==> src/rmt_defines.svh <==
`ifndef RMT_DEFINES_SVH
`define RMT_DEFINES_SVH

// Data path widths
`define RMT_W 24
`define RMT_SEL_W 6
`define RMT_NREG 6
`define RMT_BYTE_W 8
`define RMT_SHORT_W 15
`define RMT_LONG_W 16
// Register positions in one-hot selects
`define RMT_IX_I 0
`define RMT_IX_J 1
`define RMT_IX_K 2
`define RMT_IX_E 3
`define RMT_IX_A 4
`define RMT_IX_T 5
// Condition register bits
`define RMT_CC_V 0
`define RMT_CC_N 1
`define RMT_CC_Z 2
`define RMT_CC_P 3
// Long operand fields
`define RMT_LONG_ABS 15
`define RMT_PC_HI 19
`define RMT_PC_LO 15
// Store sequence lengths, last word index
`define RMT_LAST_ONE 3'h0
`define RMT_LAST_TWO 3'h1
`define RMT_LAST_FIVE 3'h4
`define RMT_CNT_W 3
`define RMT_SHORT_NONE 2'h0
`endif

==> src/rmt_pkg.sv <==
package rmt_pkg;
   // Operation requested by the sequencer
   typedef enum logic [3:0] {
      RMT_OP_SHORT  = 4'h0,
      RMT_OP_LONG   = 4'h1,
      RMT_OP_EXT    = 4'h2,
      RMT_OP_SWITCH = 4'h3,
      RMT_OP_R2B    = 4'h4,
      RMT_OP_R2R    = 4'h5,
      RMT_OP_BSTORE = 4'h6,
      RMT_OP_DSTORE = 4'h7,
      RMT_OP_FILL1  = 4'h8,
      RMT_OP_FILL0  = 4'h9,
      RMT_OP_ASTORE = 4'hA,
      RMT_OP_ESTORE = 4'hB,
      RMT_OP_ISTORE = 4'hC,
      RMT_OP_JSTORE = 4'hD,
      RMT_OP_MSTORE = 4'hE,
      RMT_OP_ADDB   = 4'hF
   } rmt_op_e;
   // Sequencer states
   typedef enum logic [1:0] {
      RMT_ST_IDLE = 2'h0,
      RMT_ST_RD   = 2'h1,
      RMT_ST_WR   = 2'h2,
      RMT_ST_FIN  = 2'h3
   } rmt_state_e;
   // All six general registers side by side
   typedef logic [5:0][23:0] rmt_regs_t;
endpackage

==> src/rmt_xfer_unit.sv <==
`timescale 1ns/1ps
`include "rmt_defines.svh"
// Transfer and store datapath with its memory sequencer
module rmt_xfer_unit (
   input wire logic i_clk,
   input wire logic i_nrst,
   input wire logic i_start,
   input wire rmt_pkg::rmt_op_e i_op,
   input wire logic [`RMT_SEL_W-1:0] i_src_sel,
   input wire logic [`RMT_SEL_W-1:0] i_dst_sel,
   input wire logic [1:0] i_short_sel,
   input wire logic [`RMT_W-1:0] i_operand,
   input wire logic i_ext_mode,
   input wire logic [`RMT_W-1:0] i_pc,
   input wire logic [`RMT_W-1:0] i_switches,
   input wire logic [`RMT_W-1:0] i_ea_base,
   input wire logic [`RMT_W-1:0] i_index,
   input wire logic i_indirect,
   input wire logic i_mem_ack,
   input wire logic [`RMT_W-1:0] i_mem_rdata,
   output logic o_busy,
   output logic o_done,
   output logic o_mem_req,
   output logic o_mem_we,
   output logic [`RMT_W-1:0] o_mem_addr,
   output logic [`RMT_W-1:0] o_mem_wdata,
   output logic o_mem_lock,
   output logic o_dma_inhibit,
   output logic o_int_block,
   output logic [`RMT_W-1:0] o_reg_i,
   output logic [`RMT_W-1:0] o_reg_j,
   output logic [`RMT_W-1:0] o_reg_k,
   output logic [`RMT_W-1:0] o_reg_e,
   output logic [`RMT_W-1:0] o_reg_a,
   output logic [`RMT_W-1:0] o_reg_t,
   output logic [3:0] o_cond
);
   import rmt_pkg::*;

   // Sequencer state
   rmt_state_e state_q;
   rmt_state_e state_d;
   // Latched instruction fields
   rmt_op_e op_q;
   logic [`RMT_SEL_W-1:0] src_q;
   logic [`RMT_SEL_W-1:0] dst_q;
   logic [1:0] short_q;
   logic [`RMT_W-1:0] opnd_q;
   logic ext_q;
   logic [`RMT_W-1:0] pc_q;
   // Memory word pointer and word counter
   logic [`RMT_W-1:0] addr_q;
   logic [`RMT_CNT_W-1:0] cnt_q;
   logic [`RMT_CNT_W-1:0] cnt_d;
   logic [`RMT_CNT_W-1:0] last_c;
   // Word read back from memory
   logic [`RMT_W-1:0] rd_q;
   logic [`RMT_W-1:0] rd_d;
   // Registered write data
   logic [`RMT_W-1:0] wdata_q;
   logic [`RMT_W-1:0] wdata_c;
   // General registers and condition flags
   rmt_regs_t regs_q;
   logic [3:0] cond_q;
   // Switch pins through two flops
   logic [`RMT_W-1:0] sw_meta_q;
   logic [`RMT_W-1:0] sw_q;
   // Lock, interrupt block and done pulse
   logic lock_q;
   logic int_block_q;
   logic done_q;
   // Commit decode
   logic commit_en;
   logic [`RMT_SEL_W-1:0] commit_mask;
   logic [`RMT_W-1:0] commit_val;
   logic byte_wr;
   logic cond_wr;
   logic cond_byte;
   logic ovf_wr;
   logic ovf_val;
   logic [`RMT_W-1:0] cond_src;
   // Shared helpers
   logic [`RMT_W-1:0] src_or;
   logic cc_pos;
   logic cc_neg;
   logic cc_zero;
   logic [`RMT_BYTE_W:0] sum9;
   logic [`RMT_BYTE_W-1:0] sum7;
   logic word_ack;
   logic fill_op;

   // OR of the selected sources
   rmt_sel_or u_src_or (
      .i_regs(regs_q),
      .i_sel(src_q),
      .o_val(src_or)
   );

   // Flag generator for the committed value, or for the word a fill reads
   rmt_cond_gen u_cond (
      .i_val(cond_src),
      .i_byte(cond_byte),
      .o_pos(cc_pos),
      .o_neg(cc_neg),
      .o_zero(cc_zero)
   );

   // Switch panel is asynchronous to the core clock
   always_ff @(posedge i_clk) begin
      if (!i_nrst) begin
         sw_meta_q <= '0;
         sw_q <= '0;
      end else begin
         sw_meta_q <= i_switches;
         sw_q <= sw_meta_q;
      end
   end

   // Both fill operations need the atomic lock
   assign fill_op = (op_q == RMT_OP_FILL1) || (op_q == RMT_OP_FILL0);
   assign word_ack = i_mem_ack && o_mem_req;

   // Carries into and out of sign
   assign sum9 = {1'b0, regs_q[`RMT_IX_A][`RMT_BYTE_W-1:0]}
               + {1'b0, rd_q[`RMT_BYTE_W-1:0]};
   assign sum7 = {1'b0, regs_q[`RMT_IX_A][`RMT_BYTE_W-2:0]}
               + {1'b0, rd_q[`RMT_BYTE_W-2:0]};

   // Number of words each store emits, minus one
   always_comb begin
      case (op_q)
         RMT_OP_MSTORE: last_c = `RMT_LAST_FIVE;
         RMT_OP_DSTORE: last_c = `RMT_LAST_TWO;
         default: last_c = `RMT_LAST_ONE;
      endcase
   end

   // Next state of the memory sequencer
   always_comb begin
      state_d = state_q;
      cnt_d = cnt_q;
      case (state_q)
         RMT_ST_IDLE: begin
            cnt_d = '0;
            if (i_start) begin
               case (i_op)
                  // Reads come first for these
                  RMT_OP_BSTORE, RMT_OP_FILL1, RMT_OP_FILL0, RMT_OP_ADDB: begin
                     state_d = RMT_ST_RD;
                  end
                  RMT_OP_DSTORE, RMT_OP_ASTORE, RMT_OP_ESTORE,
                  RMT_OP_ISTORE, RMT_OP_JSTORE, RMT_OP_MSTORE: begin
                     state_d = RMT_ST_WR;
                  end
                  // Register-only transfers
                  default: state_d = RMT_ST_FIN;
               endcase
            end
         end
         RMT_ST_RD: begin
            if (word_ack) begin
               state_d = (op_q == RMT_OP_ADDB) ? RMT_ST_FIN : RMT_ST_WR;
            end
         end
         RMT_ST_WR: begin
            if (word_ack) begin
               if (cnt_q == last_c) begin
                  state_d = RMT_ST_FIN;
               end else begin
                  cnt_d = cnt_q + 1'b1;
               end
            end
         end
         RMT_ST_FIN: state_d = RMT_ST_IDLE;
         default: state_d = RMT_ST_IDLE;
      endcase
   end

   // State and counter
   always_ff @(posedge i_clk) begin
      if (!i_nrst) begin
         state_q <= RMT_ST_IDLE;
         cnt_q <= '0;
      end else begin
         state_q <= state_d;
         cnt_q <= cnt_d;
      end
   end

   // Instruction fields held for the whole operation
   always_ff @(posedge i_clk) begin
      if (!i_nrst) begin
         op_q <= RMT_OP_SHORT;
         src_q <= '0;
         dst_q <= '0;
         short_q <= '0;
         opnd_q <= '0;
         ext_q <= 1'b0;
         pc_q <= '0;
      end else if (state_q == RMT_ST_IDLE && i_start) begin
         op_q <= i_op;
         src_q <= i_src_sel;
         dst_q <= i_dst_sel;
         short_q <= i_short_sel;
         opnd_q <= i_operand;
         ext_q <= i_ext_mode;
         pc_q <= i_pc;
      end
   end

   // Word pointer steps after each accepted write except the last one
   always_ff @(posedge i_clk) begin
      if (!i_nrst) begin
         addr_q <= '0;
      end else if (state_q == RMT_ST_IDLE && i_start) begin
         if ((i_op == RMT_OP_FILL1 || i_op == RMT_OP_FILL0) && !i_indirect) begin
            addr_q <= i_ea_base;
         end else begin
            addr_q <= i_ea_base + i_index;
         end
      end else if (state_q == RMT_ST_WR && word_ack && cnt_q != last_c) begin
         addr_q <= addr_q + 1'b1;
      end
   end

   // Captured read word, visible to the merge the same cycle
   assign rd_d = (state_q == RMT_ST_RD && word_ack) ? i_mem_rdata : rd_q;
   always_ff @(posedge i_clk) begin
      if (!i_nrst) begin
         rd_q <= '0;
      end else begin
         rd_q <= rd_d;
      end
   end

   // Next word's data; idle uses the op being taken, so the first word meets its request
   always_comb begin
      case ((state_q == RMT_ST_IDLE) ? i_op : op_q)
         // Index one, two, three, extension, main
         RMT_OP_MSTORE: wdata_c = regs_q[cnt_d];
         RMT_OP_DSTORE: begin
            wdata_c = (cnt_d == '0) ? regs_q[`RMT_IX_E] : regs_q[`RMT_IX_A];
         end
         RMT_OP_ASTORE: wdata_c = regs_q[`RMT_IX_A];
         RMT_OP_ESTORE: wdata_c = regs_q[`RMT_IX_E];
         RMT_OP_ISTORE: wdata_c = regs_q[`RMT_IX_I];
         RMT_OP_JSTORE: wdata_c = regs_q[`RMT_IX_J];
         RMT_OP_BSTORE: begin
            wdata_c = {rd_d[`RMT_W-1:`RMT_BYTE_W], regs_q[`RMT_IX_A][`RMT_BYTE_W-1:0]};
         end
         RMT_OP_FILL1: wdata_c = '1;
         RMT_OP_FILL0: wdata_c = '0;
         default: wdata_c = '0;
      endcase
   end

   // Write data comes from a flop, never straight from the mux
   always_ff @(posedge i_clk) begin
      if (!i_nrst) begin
         wdata_q <= '0;
      end else begin
         wdata_q <= wdata_c;
      end
   end

   // Lock spans read and write of fills
   always_ff @(posedge i_clk) begin
      if (!i_nrst) begin
         lock_q <= 1'b0;
      end else if (state_q == RMT_ST_IDLE && i_start) begin
         lock_q <= (i_op == RMT_OP_FILL1) || (i_op == RMT_OP_FILL0);
      end else if (state_q == RMT_ST_FIN) begin
         lock_q <= 1'b0;
      end
   end

   // What the finishing cycle writes back
   always_comb begin
      commit_en = (state_q == RMT_ST_FIN);
      commit_mask = '0;
      commit_val = '0;
      byte_wr = 1'b0;
      cond_wr = 1'b0;
      cond_byte = 1'b0;
      ovf_wr = 1'b0;
      ovf_val = 1'b0;
      cond_src = '0;
      case (op_q)
         RMT_OP_SHORT: begin
            // Codes one to three pick I, J, K
            if (short_q != `RMT_SHORT_NONE) begin
               commit_mask[short_q - 1'b1] = 1'b1;
            end
            commit_val = {{(`RMT_W-`RMT_SHORT_W){1'b0}}, opnd_q[`RMT_SHORT_W-1:0]};
         end
         RMT_OP_LONG: begin
            commit_mask[`RMT_IX_K] = 1'b1;
            if (ext_q && !opnd_q[`RMT_LONG_ABS]) begin
               // Page bits from the program counter
               commit_val = {4'h0, pc_q[`RMT_PC_HI:`RMT_PC_LO],
                             opnd_q[`RMT_LONG_ABS-1:0]};
            end else begin
               commit_val = {{(`RMT_W-`RMT_LONG_W){1'b0}}, opnd_q[`RMT_LONG_W-1:0]};
            end
         end
         RMT_OP_EXT: begin
            commit_mask[`RMT_IX_K] = 1'b1;
            commit_val = opnd_q;
         end
         RMT_OP_SWITCH: begin
            commit_mask = dst_q;
            commit_val = sw_q;
            cond_wr = 1'b1;
            cond_src = sw_q;
         end
         RMT_OP_R2B: begin
            byte_wr = 1'b1;
            commit_val = src_or;
         end
         RMT_OP_R2R: begin
            commit_mask = dst_q;
            commit_val = src_or;
            cond_wr = 1'b1;
            cond_src = src_or;
         end
         RMT_OP_FILL1, RMT_OP_FILL0: begin
            cond_wr = 1'b1;
            cond_src = rd_q;
         end
         RMT_OP_ADDB: begin
            byte_wr = 1'b1;
            commit_val = {{(`RMT_W-`RMT_BYTE_W){1'b0}}, sum9[`RMT_BYTE_W-1:0]};
            cond_wr = 1'b1;
            cond_byte = 1'b1;
            cond_src = commit_val;
            ovf_wr = 1'b1;
            ovf_val = sum7[`RMT_BYTE_W-1] ^ sum9[`RMT_BYTE_W];
         end
         default: commit_mask = '0;
      endcase
   end

   // One process per general register
   genvar g;
   for (g = 0; g < `RMT_NREG; g = g + 1) begin : g_reg
      always_ff @(posedge i_clk) begin
         if (!i_nrst) begin
            regs_q[g] <= '0;
         end else if (commit_en && byte_wr && g == `RMT_IX_A) begin
            // Byte accumulator is main low byte
            regs_q[g][`RMT_BYTE_W-1:0] <= commit_val[`RMT_BYTE_W-1:0];
         end else if (commit_en && commit_mask[g]) begin
            regs_q[g] <= commit_val;
         end
      end
   end

   always_ff @(posedge i_clk) begin
      if (!i_nrst) begin
         cond_q <= '0;
      end else if (commit_en && cond_wr) begin
         cond_q[`RMT_CC_P] <= cc_pos;
         cond_q[`RMT_CC_N] <= cc_neg;
         cond_q[`RMT_CC_Z] <= cc_zero;
         if (ovf_wr) begin
            cond_q[`RMT_CC_V] <= ovf_val;
         end
      end
   end

   // Hold off interrupts for one instruction
   always_ff @(posedge i_clk) begin
      if (!i_nrst) begin
         int_block_q <= 1'b0;
      end else if (commit_en) begin
         // A second multi store renews the block
         int_block_q <= (op_q == RMT_OP_MSTORE);
      end
   end

   // Completion pulse, one cycle after the commit
   always_ff @(posedge i_clk) begin
      if (!i_nrst) begin
         done_q <= 1'b0;
      end else begin
         done_q <= commit_en;
      end
   end

   // Outputs
   assign o_busy = (state_q != RMT_ST_IDLE);
   assign o_done = done_q;
   assign o_mem_req = (state_q == RMT_ST_RD) || (state_q == RMT_ST_WR);
   assign o_mem_we = (state_q == RMT_ST_WR);
   assign o_mem_addr = addr_q;
   assign o_mem_wdata = wdata_q;
   // DMA held off with the lock
   assign o_mem_lock = lock_q && fill_op;
   assign o_dma_inhibit = lock_q && fill_op;
   assign o_int_block = int_block_q;
   assign o_reg_i = regs_q[`RMT_IX_I];
   assign o_reg_j = regs_q[`RMT_IX_J];
   assign o_reg_k = regs_q[`RMT_IX_K];
   assign o_reg_e = regs_q[`RMT_IX_E];
   assign o_reg_a = regs_q[`RMT_IX_A];
   assign o_reg_t = regs_q[`RMT_IX_T];
   assign o_cond = cond_q;
endmodule

==> src/rmt_sel_or.sv <==
`timescale 1ns/1ps
`include "rmt_defines.svh"
// ORs every register whose one-hot select bit is set
module rmt_sel_or (
   input wire rmt_pkg::rmt_regs_t i_regs,
   input wire logic [`RMT_SEL_W-1:0] i_sel,
   output logic [`RMT_W-1:0] o_val
);
   import rmt_pkg::*;
   // Masked copies, one per register
   logic [`RMT_NREG-1:0][`RMT_W-1:0] masked;
   genvar g;
   for (g = 0; g < `RMT_NREG; g = g + 1) begin : g_mask
      assign masked[g] = i_sel[g] ? i_regs[g] : '0;
   end
   // No selection yields zero
   always_comb begin
      o_val = '0;
      for (int n = 0; n < `RMT_NREG; n++) begin
         o_val = o_val | masked[n];
      end
   end
endmodule

==> src/rmt_cond_gen.sv <==
`timescale 1ns/1ps
`include "rmt_defines.svh"
// Positive, negative or zero of a word or of its low byte
module rmt_cond_gen (
   input wire logic [`RMT_W-1:0] i_val,
   input wire logic i_byte,
   output logic o_pos,
   output logic o_neg,
   output logic o_zero
);
   import rmt_pkg::*;
   // Sign and zero of the chosen width
   logic sign;
   logic zero;
   always_comb begin
      if (i_byte) begin
         sign = i_val[`RMT_BYTE_W-1];
         zero = (i_val[`RMT_BYTE_W-1:0] == '0);
      end else begin
         sign = i_val[`RMT_W-1];
         zero = (i_val == '0);
      end
      o_zero = zero;
      o_neg = sign;
      o_pos = !zero && !sign;
   end
endmodule

==> config.mk <==
export PLATFORM = sky130hd
export DESIGN_NAME = rmt_xfer_unit
export DESIGN_NICKNAME = d
export VERILOG_FILES = /design/src/rmt_pkg.sv /design/src/rmt_xfer_unit.sv /design/src/rmt_sel_or.sv /design/src/rmt_cond_gen.sv
export VERILOG_INCLUDE_DIRS = /design/src
export SDC_FILE = /design/constraint.sdc
export NUM_CORES = 1
export LEC_CHECK = 0
export ABC_AREA = 0
export BUFFER_PORTS_ARGS = -buffer_cell sky130_fd_sc_hd__clkbuf_2
export CORE_AREA = 2 2 186 188
export DETAILED_ROUTE_END_ITERATION = 6
export DIE_AREA = 0 0 188 190
export GPL_TIMING_DRIVEN = 0
export PLACE_DENSITY = 0.86
export SETUP_SLACK_MARGIN = 0.05
export SLEW_MARGIN = 30
export SYNTH_ARGS = -nofsm -noshare
export SYNTH_HDL_FRONTEND = slang
export SYNTH_SLANG_ARGS = --single-unit
==> constraint.sdc <==
create_clock -name i_clk -period 3.02 [get_ports i_clk]
set_input_delay 0.302 -clock i_clk [delete_from_list [all_inputs] [get_ports i_clk]]
set_output_delay 0.302 -clock i_clk [all_outputs]
set_load 0.005 [all_outputs]
==> After elaboration in Yosys (flattened, before gate mapping) <==
Memory sizes are Yosys's and may differ from the RTL's.
Cells that the tools add are included.
{ "totals": {"mem_count": 1, "regBits": 339, "rom_bits": 32} }
{ "memory_table": {"columns": ["memory", "depth", "width", "read_ports", "rd_clocked_by_memory_dff", "write_ports", "line_no", "text"], "rows": [
  ["(name not given)", 16, 2, 1, 0, 0, "rmt_xfer_unit.sv:146", "case (i_op)"]
]} }
{ "op_classes": {"n_eq_ne": 29, "n_reduce_logical": 44, "addsub": 6, "n_bitwise": 7, "mux": 44, "order_cmp": 3} }
{ "ops": {"columns": ["operator", "count"], "rows": [
  ["two-way mux 24 bit", 12],
  ["one-hot mux 24 bit (8 select lines)", 1],
  ["one-hot mux 24 bit (6 select lines)", 1],
  ["bitwise OR 24 bit", 5],
  ["one-hot mux 24 bit (4 select lines)", 1],
  ["binary-select mux 24 bit (select 3 bit)", 1],
  ["== test 4 bit, second input constant", 12],
  ["adder 24 x 1 -> 24 bit, second input constant", 1],
  ["adder 24 bit", 1],
  ["logical NOT 24 bit", 1],
  ["== test 4 x 3 -> 1 bit, second input constant", 5],
  ["two-way mux 20 bit", 1],
  ["logical AND 1 bit", 18],
  ["one-hot mux 3 bit (2 select lines)", 3],
  ["two-way mux 8 bit", 2],
  ["two-way mux 1 bit", 10],
  ["nonzero test 2 bit", 5],
  ["OR reduction 2 bit", 5],
  ["adder 8 x 8 -> 9 bit", 1],
  ["adder 7 x 7 -> 8 bit", 1],
  ["== test 4 x 2 -> 1 bit, second input constant", 2],
  ["logical NOT 8 bit", 1],
  ["two-way mux 2 bit", 4],
  ["two-way mux 4 bit", 2],
  ["other kinds (27)", 37]
]} }

==> Longest topological paths before layout <==
{ "depth": {"ltp_word": 11, "mapped_depth": 16, "depth_no_buf": 12} }

==> By module <==
From an unflattened synthesis, not the netlist that was laid out.
{ "unflattened": {"cells_unflattened": 2110, "area_unflattened_um2": 17264.1} }
{ "modules_own_cells": {"columns": ["mod", "seq_area_each_um2", "cells_each", "area_per_inst_um2", "instances"], "rows": [
  ["rmt_xfer_unit", 6486.2, 1987, 16370.7, 1],
  ["rmt_sel_or", 0.0, 108, 769.5, 1],
  ["rmt_cond_gen", 0.0, 15, 123.9, 1]
]} }

==> Least setup slack after synthesis <==
Ideal clock, no wire load.
{ "synth_timing": {"path_type": "reg-to-reg", "start": "reg state_q[0]", "end": "reg wdata_q[4], in the netlist o_mem_wdata[4]", "slack_ns": 0.216, "n_path_buf": 3, "setup_time_ns": 0.121, "path_stages_with_launch": 12, "arrival_time_ns": 2.682, "synth_period_minus_slack_ns": 2.804, "required_time_ns": 2.899, "path_cell_list": "dfxtp_1 -> inv_1 -> ha_1 -> clkbuf_1 -> clkbuf_1 -> nand3_1 -> o21ai_0 -> o311ai_1 -> clkbuf_1 -> o21ai_0 -> a221oi_1 -> nand2_1"} }
{ "synth_between": {"elab_chain_cells": 8, "word_cells_on_any_way": 21, "cone_classes": "eq/ne: 10; mux: 7; reduce/logical: 4"} }
{ "synth_rtl": {"columns": ["element", "line_no", "text"], "rows": [
  ["from (decl)", "rmt_xfer_unit.sv:41", "rmt_state_e state_q;"],
  ["from (signal assigned)", "rmt_xfer_unit.sv:185", "state_q <= state_d;"],
  ["== test 2 x 1 -> 1 bit or == test 2 bit (tied branches)", "rmt_xfer_unit.sv:393, rmt_xfer_unit.sv:142", null],
  ["logical OR 1 bit", "rmt_xfer_unit.sv:393", "assign o_mem_req = (state_q == RMT_ST_RD) || (state_q == RMT_ST_WR);"],
  ["logical AND 1 bit", "rmt_xfer_unit.sv:121", "assign word_ack = i_mem_ack && o_mem_req;"],
  ["two-way mux 3 bit", "rmt_xfer_unit.sv:166", "if (word_ack) begin"],
  ["one-hot mux 3 bit (2 select lines)", "rmt_xfer_unit.sv:142", "case (state_q)"],
  ["binary-select mux 24 bit (select 3 bit) or logical NOT 3 bit (tied branches)", "rmt_xfer_unit.sv:240, rmt_xfer_unit.sv:242", null],
  ["two-way mux 24 bit, on equally long branches", "rmt_xfer_unit.sv:240, rmt_xfer_unit.sv:242", null],
  ["one-hot mux 24 bit (8 select lines) *", "rmt_xfer_unit.sv:238", "case ((state_q == RMT_ST_IDLE) ? i_op : op_q)"],
  ["to (signal assigned)", "rmt_xfer_unit.sv:262", "wdata_q <= wdata_c;"],
  ["to (decl)", "rmt_xfer_unit.sv:60", "logic [`RMT_W-1:0] wdata_q;"]
]} }
Every way passes the cells marked *; elsewhere a longest branch is shown, timed or not. The select of a mux whose other input is x is not followed.
A chain may end at the register's enable or synchronous reset.

==> Final worst setup path <==
{ "layout_timing": {"start": "reg op_q[2]", "end": "reg wdata_q[22], in the netlist o_mem_wdata[22]"} }
{ "layout_between": {"elab_chain_cells": 9, "word_cells_on_any_way": 21, "cone_classes": "eq/ne: 11; mux: 9; reduce/logical: 1"} }
{ "layout_rtl": {"columns": ["element", "line_no", "text"], "rows": [
  ["from (decl)", "rmt_xfer_unit.sv:44", "rmt_op_e op_q;"],
  ["from (signal assigned)", "rmt_xfer_unit.sv:201", "op_q <= i_op;"],
  ["== test 4 x 3 -> 1 bit or == test 4 bit (tied branches)", "rmt_xfer_unit.sv:131", "case (op_q)"],
  ["one-hot mux 3 bit (2 select lines)", "rmt_xfer_unit.sv:131", null],
  ["== test 3 bit", "rmt_xfer_unit.sv:167", "if (cnt_q == last_c) begin"],
  ["two-way mux 3 bit", "rmt_xfer_unit.sv:167", null],
  ["two-way mux 3 bit", "rmt_xfer_unit.sv:166", null],
  ["one-hot mux 3 bit (2 select lines)", "rmt_xfer_unit.sv:142", null],
  ["binary-select mux 24 bit (select 3 bit) or logical NOT 3 bit (tied branches)", "rmt_xfer_unit.sv:240, rmt_xfer_unit.sv:242", null],
  ["two-way mux 24 bit, on equally long branches", "rmt_xfer_unit.sv:240, rmt_xfer_unit.sv:242", null],
  ["one-hot mux 24 bit (8 select lines) *", "rmt_xfer_unit.sv:238", null]
]} }
Marks and branches as above.

==> impl_metrics.py <==
metrics = {
    "setup_path": {
        "cpMaxStageDelayCell": "clkbuf_2",
        "cp-start-kind": "register",
        "cp-end-kind": "register",
        "crit_chain": "buf_6 > nand4b_1 > xnor2_2 > or3_1 > a41o_1 > buf_6 > nor2_2 > clkbuf_2 > nand2_1 > a31o_1",
        "critical_path_class": "reg -> reg",
        "critPathRequiredTime_ns": 3.42,
        "cp_top_family": "simple AND/OR/NAND/NOR gates",
        "arrival_ns": 3.43,
        "cpMostUsedCell": "buf_6",
        "max_stage_delay_ns": 0.42,
        "critical_path_buf_inv_count": 3,
        "crit_fanout": 10,
    },
    "cts": {
        "cts_made_buffers": 35,
        "clockRootBuffer": "clkbuf_16",
        "clock_latency_ns": 0.54,
        "clockBufferDepth": 3,
        "cts_tree": "yes",
        "h-tree-depth": 2,
        "numClockSinks": 324,
        "clk_pin_slew_worst_paths_ns": 0.07,
    },
    "timing": {
        "final_max_slew_viol_count": 0,
        "finalCriticalPeriod_ns": 3.03,
        "fmax_mhz": 330,
        "hold_viol_final": 6,
        "grt_setup_unrepaired": "true",
        "hold_slack_ns": -0.00739,
        "relSlewSlack": 0.363,
        "fin_worst_skew_ns": 0.0115,
        "timing.final.crit_share": 1.00,
        "final.setup.tns_ns": -0.00829,
        "fin_ws_ns": -0.00829,
        "worstMarginPinSlew_ns": 0.942,
        "setup_viol": 1,
    },
    "floorplanning": {
        "die_area_um2": 35700,
        "die_h_um": 190,
        "initial_core_util": 0.491,
        "row_count": 68,
        "core_area_um2": 33900,
        "ios": 371,
        "die_w_um": 188,
    },
    "outcome": {
        "status": "complete, but fails checks",
        "violations": "DRC, hold timing, setup timing",
    },
    "place": {
        "post_dp_cell_area_um2": 19100,
        "pre_cts_ws_ns": -0.692,
        "place_congestion": 1.04,
        "dp_hpwl_mm": 58.7,
        "placed_cells": 2847,
        "numPortBuffers": 348,
    },
    "cells_and_area": {
        "drive_above_1_share": 0.225,
        "final_cells": 2948,
        "area_growth_syn_to_layout_pct": 26.8,
        "nets": 2673,
        "final_area_um2": 21200,
    },
    "min_path": {
        "hold_path_class": "in -> reg",
    },
    "flow_run": {
        "max-cap-violations": 0,
    },
    "yosys": {
        "yosys_warnings": 0,
        "yosysSeqAreaShare": 0.389,
        "synth_top_cell_area_share": 0.389,
        "netlist_area_um2": 16700,
        "synth_ff_type": "dfxtp_1",
        "postSynthAreaPerCell_um2": 8.18,
        "ys_ff_latch": 324,
        "synth_cells": 2040,
        "synth-edff-count": 0,
        "synth_area_leaders": "dfxtp_1, a211oi_1, mux2i_1",
        "ys_types": 72,
        "synth-async-reset-ratio": 0,
        "synth.largest_area_cell": "dfxtp_1",
        "syn_nets": 2247,
    },
    "power_and_ir_drop": {
        "vdd_drop_max_mv": 0.458,
        "leakagePower_nw": 8.23,
        "power_density_nw_per_um2": 580,
    },
    "global_routing": {
        "antenna_found_initial": 2,
        "grt_max_degree": 17,
        "track_usage": 0.416,
        "grt_pass1_wl_mm": 112,
        "grt_overflow": 0,
        "grt_pass1_vias": 17884,
    },
    "routing": {
        "avgRoutedWirePerCell_um": 26.5,
        "vias": 19124,
        "drtIter0Drc": 2590,
        "drc": 3,
        "ant_nets": 0,
        "avgViaCountPerCell": 6.49,
        "drt_wl_total_mm": 78.1,
        "firstDrtPassIters": 7,
    },
}
-- layer usage --
metal	global-route usage	wire, um
met1	0.523	29300
met3	0.0841	9050
met4	0.271	5780
met2	0.652	34000
met5	0	13
-- cell type report --
class                   count  area, um^2
multi-input cells        1536        9870
inverters                  22        86.3
clock buffers              47        1000
repair buffers            398        2200
flip-flops and latches    324        6500
clock inverters            16         145
diodes                      1        2.50
plain buffers             149         771
well taps                 455         569
fillers                  2889       12800
-- layout by cell type, fill, tap and decap left out, types with 12 or more instances in the layout --
| cell type | netlist | final |
|---|---|---|
| a211oi_1 | 164 | 164 |
| a21oi_1 | 144 | 140 |
| a221o_1 | 17 | 17 |
| a22oi_1 | 98 | 98 |
| a31o_1 | 16 | 16 |
| and2_1 | 60 | 60 |
| buf_4 | 2 | 25 |
| clkbuf_1 | 138 | 90 |
| clkbuf_16 | 0 | 37 |
| clkbuf_2 | 1 | 382 |
| dfxtp_1 | 324 | 316 |
| dlygate4sd3_1 | 0 | 23 |
| ha_1 | 37 | 36 |
| inv_1 | 21 | 21 |
| mux2i_1 | 114 | 110 |
| nand2_1 | 275 | 272 |
| nand2b_1 | 12 | 12 |
| nand3_1 | 51 | 47 |
| nor2_1 | 251 | 244 |
| nor3_1 | 28 | 25 |
| nor4_1 | 16 | 14 |
| o21ai_0 | 36 | 33 |
| o22ai_1 | 19 | 17 |
| xnor2_1 | 25 | 23 |
| xor2_1 | 23 | 23 |
-- cell usage after synthesis (5+ instances only) --
cell	number
a21boi_1	5
mux2i_1	114
a221oi_1	21
and3_1	11
dfxtp_1	324
xnor2_1	25
nor3_1	28
a21oi_1	144
nand2b_1	12
o311ai_0	5
ha_1	37
xor2_1	23
inv_1	21
buf_2	8
a21o_1	9
a211oi_1	164
a22o_1	5
nand2_1	275
a31o_1	16
nor4_1	16
nor2b_1	7
o21ai_0	36
o22ai_1	19
buf_1	7
nand4_1	7
and2_1	60
a222oi_1	8
nand3_1	51
a31oi_1	5
a221o_1	17
o21a_1	8
clkbuf_1	138
nor2_1	251
a22oi_1	98
-- logic make-up after synthesis --
logic type                 Yosys count  synth area share
and+or+nand+nor                    735             0.193
AOI/OAI and AO/OA                  598             0.250
DFF                                324             0.389
buffers and inverters              180            0.0425
muxes                              116            0.0697
xor gates and xnor gates            48            0.0252
adders and majority gates           39            0.0301
-- worst paths after layout --
check,slack [ns],to,startpoint,depth (start not counted)
min,-0.007,rd_q[4],i_mem_rdata[4],3
min reg2reg,0.43,sw_q[18],sw_meta_q[18],1
max,-0.008,o_mem_wdata[22],op_q[2],10
max reg2reg,-0.008,o_mem_wdata[22],op_q[2],10
-- report_power, final --
group / switching (mW) / internal, mW / leakage (nW)
registers: 0.322 / 4.57 / 2.64
clock network: 1.90 / 2.45 / 0.562
logic: 2.03 / 1.01 / 5.03
-- through the flow --
| stage | utilization | hold WS [ns] | total power, mW |
|---|---|---|---|
| global placement | 0.560 | 0.419 | 7.53 |
| CTS | 0.610 | 0.00196 | 12.0 |
| finish | 0.623 | -0.00739 | 12.3 |
| detailed placement | 0.561 | 0.417 | 7.63 |
| floorplan | - | 0.412 | 6.46 |
| global route | 0.623 | 0.000759 | 12.6 |
-- registers in the layout, indices dropped and copies added (netlist names), 3 cells and up --
name,flops
o_mem_addr,24
o_mem_wdata,24
o_reg_a,24
o_reg_e,24
o_reg_i,24
o_reg_j,24
o_reg_k,24
o_reg_t,24
opnd_q,24
rd_q,24
sw_meta_q,24
sw_q,24
dst_q,6
src_q,6
pc_q,5
o_cond,4
op_q,4
cnt_q,3
-- worst register-to-register path, cell delays in order, from the launching register on --
cell,delay [ns]
dfxtp_2,0.34
buf_6,0.11
nand4b_1,0.20
xnor2_2,0.24
or3_1,0.40
a41o_1,0.30
buf_6,0.15
nor2_2,0.35
clkbuf_2,0.42
nand2_1,0.10
a31o_1,0.29
-- what timing repair did --
action / in CTS / in global routing
setup buffers: 10 / 9
pin swaps: 7 / 24
hold endpoints to repair: 22 / 1
hold buffers: 22 / 1
resized for setup: 78 / 120
gates cloned: 0 / 2
endpoints found under the setup margin: 123 / 152
Note: power is estimated with default switching activity, not from simulation.
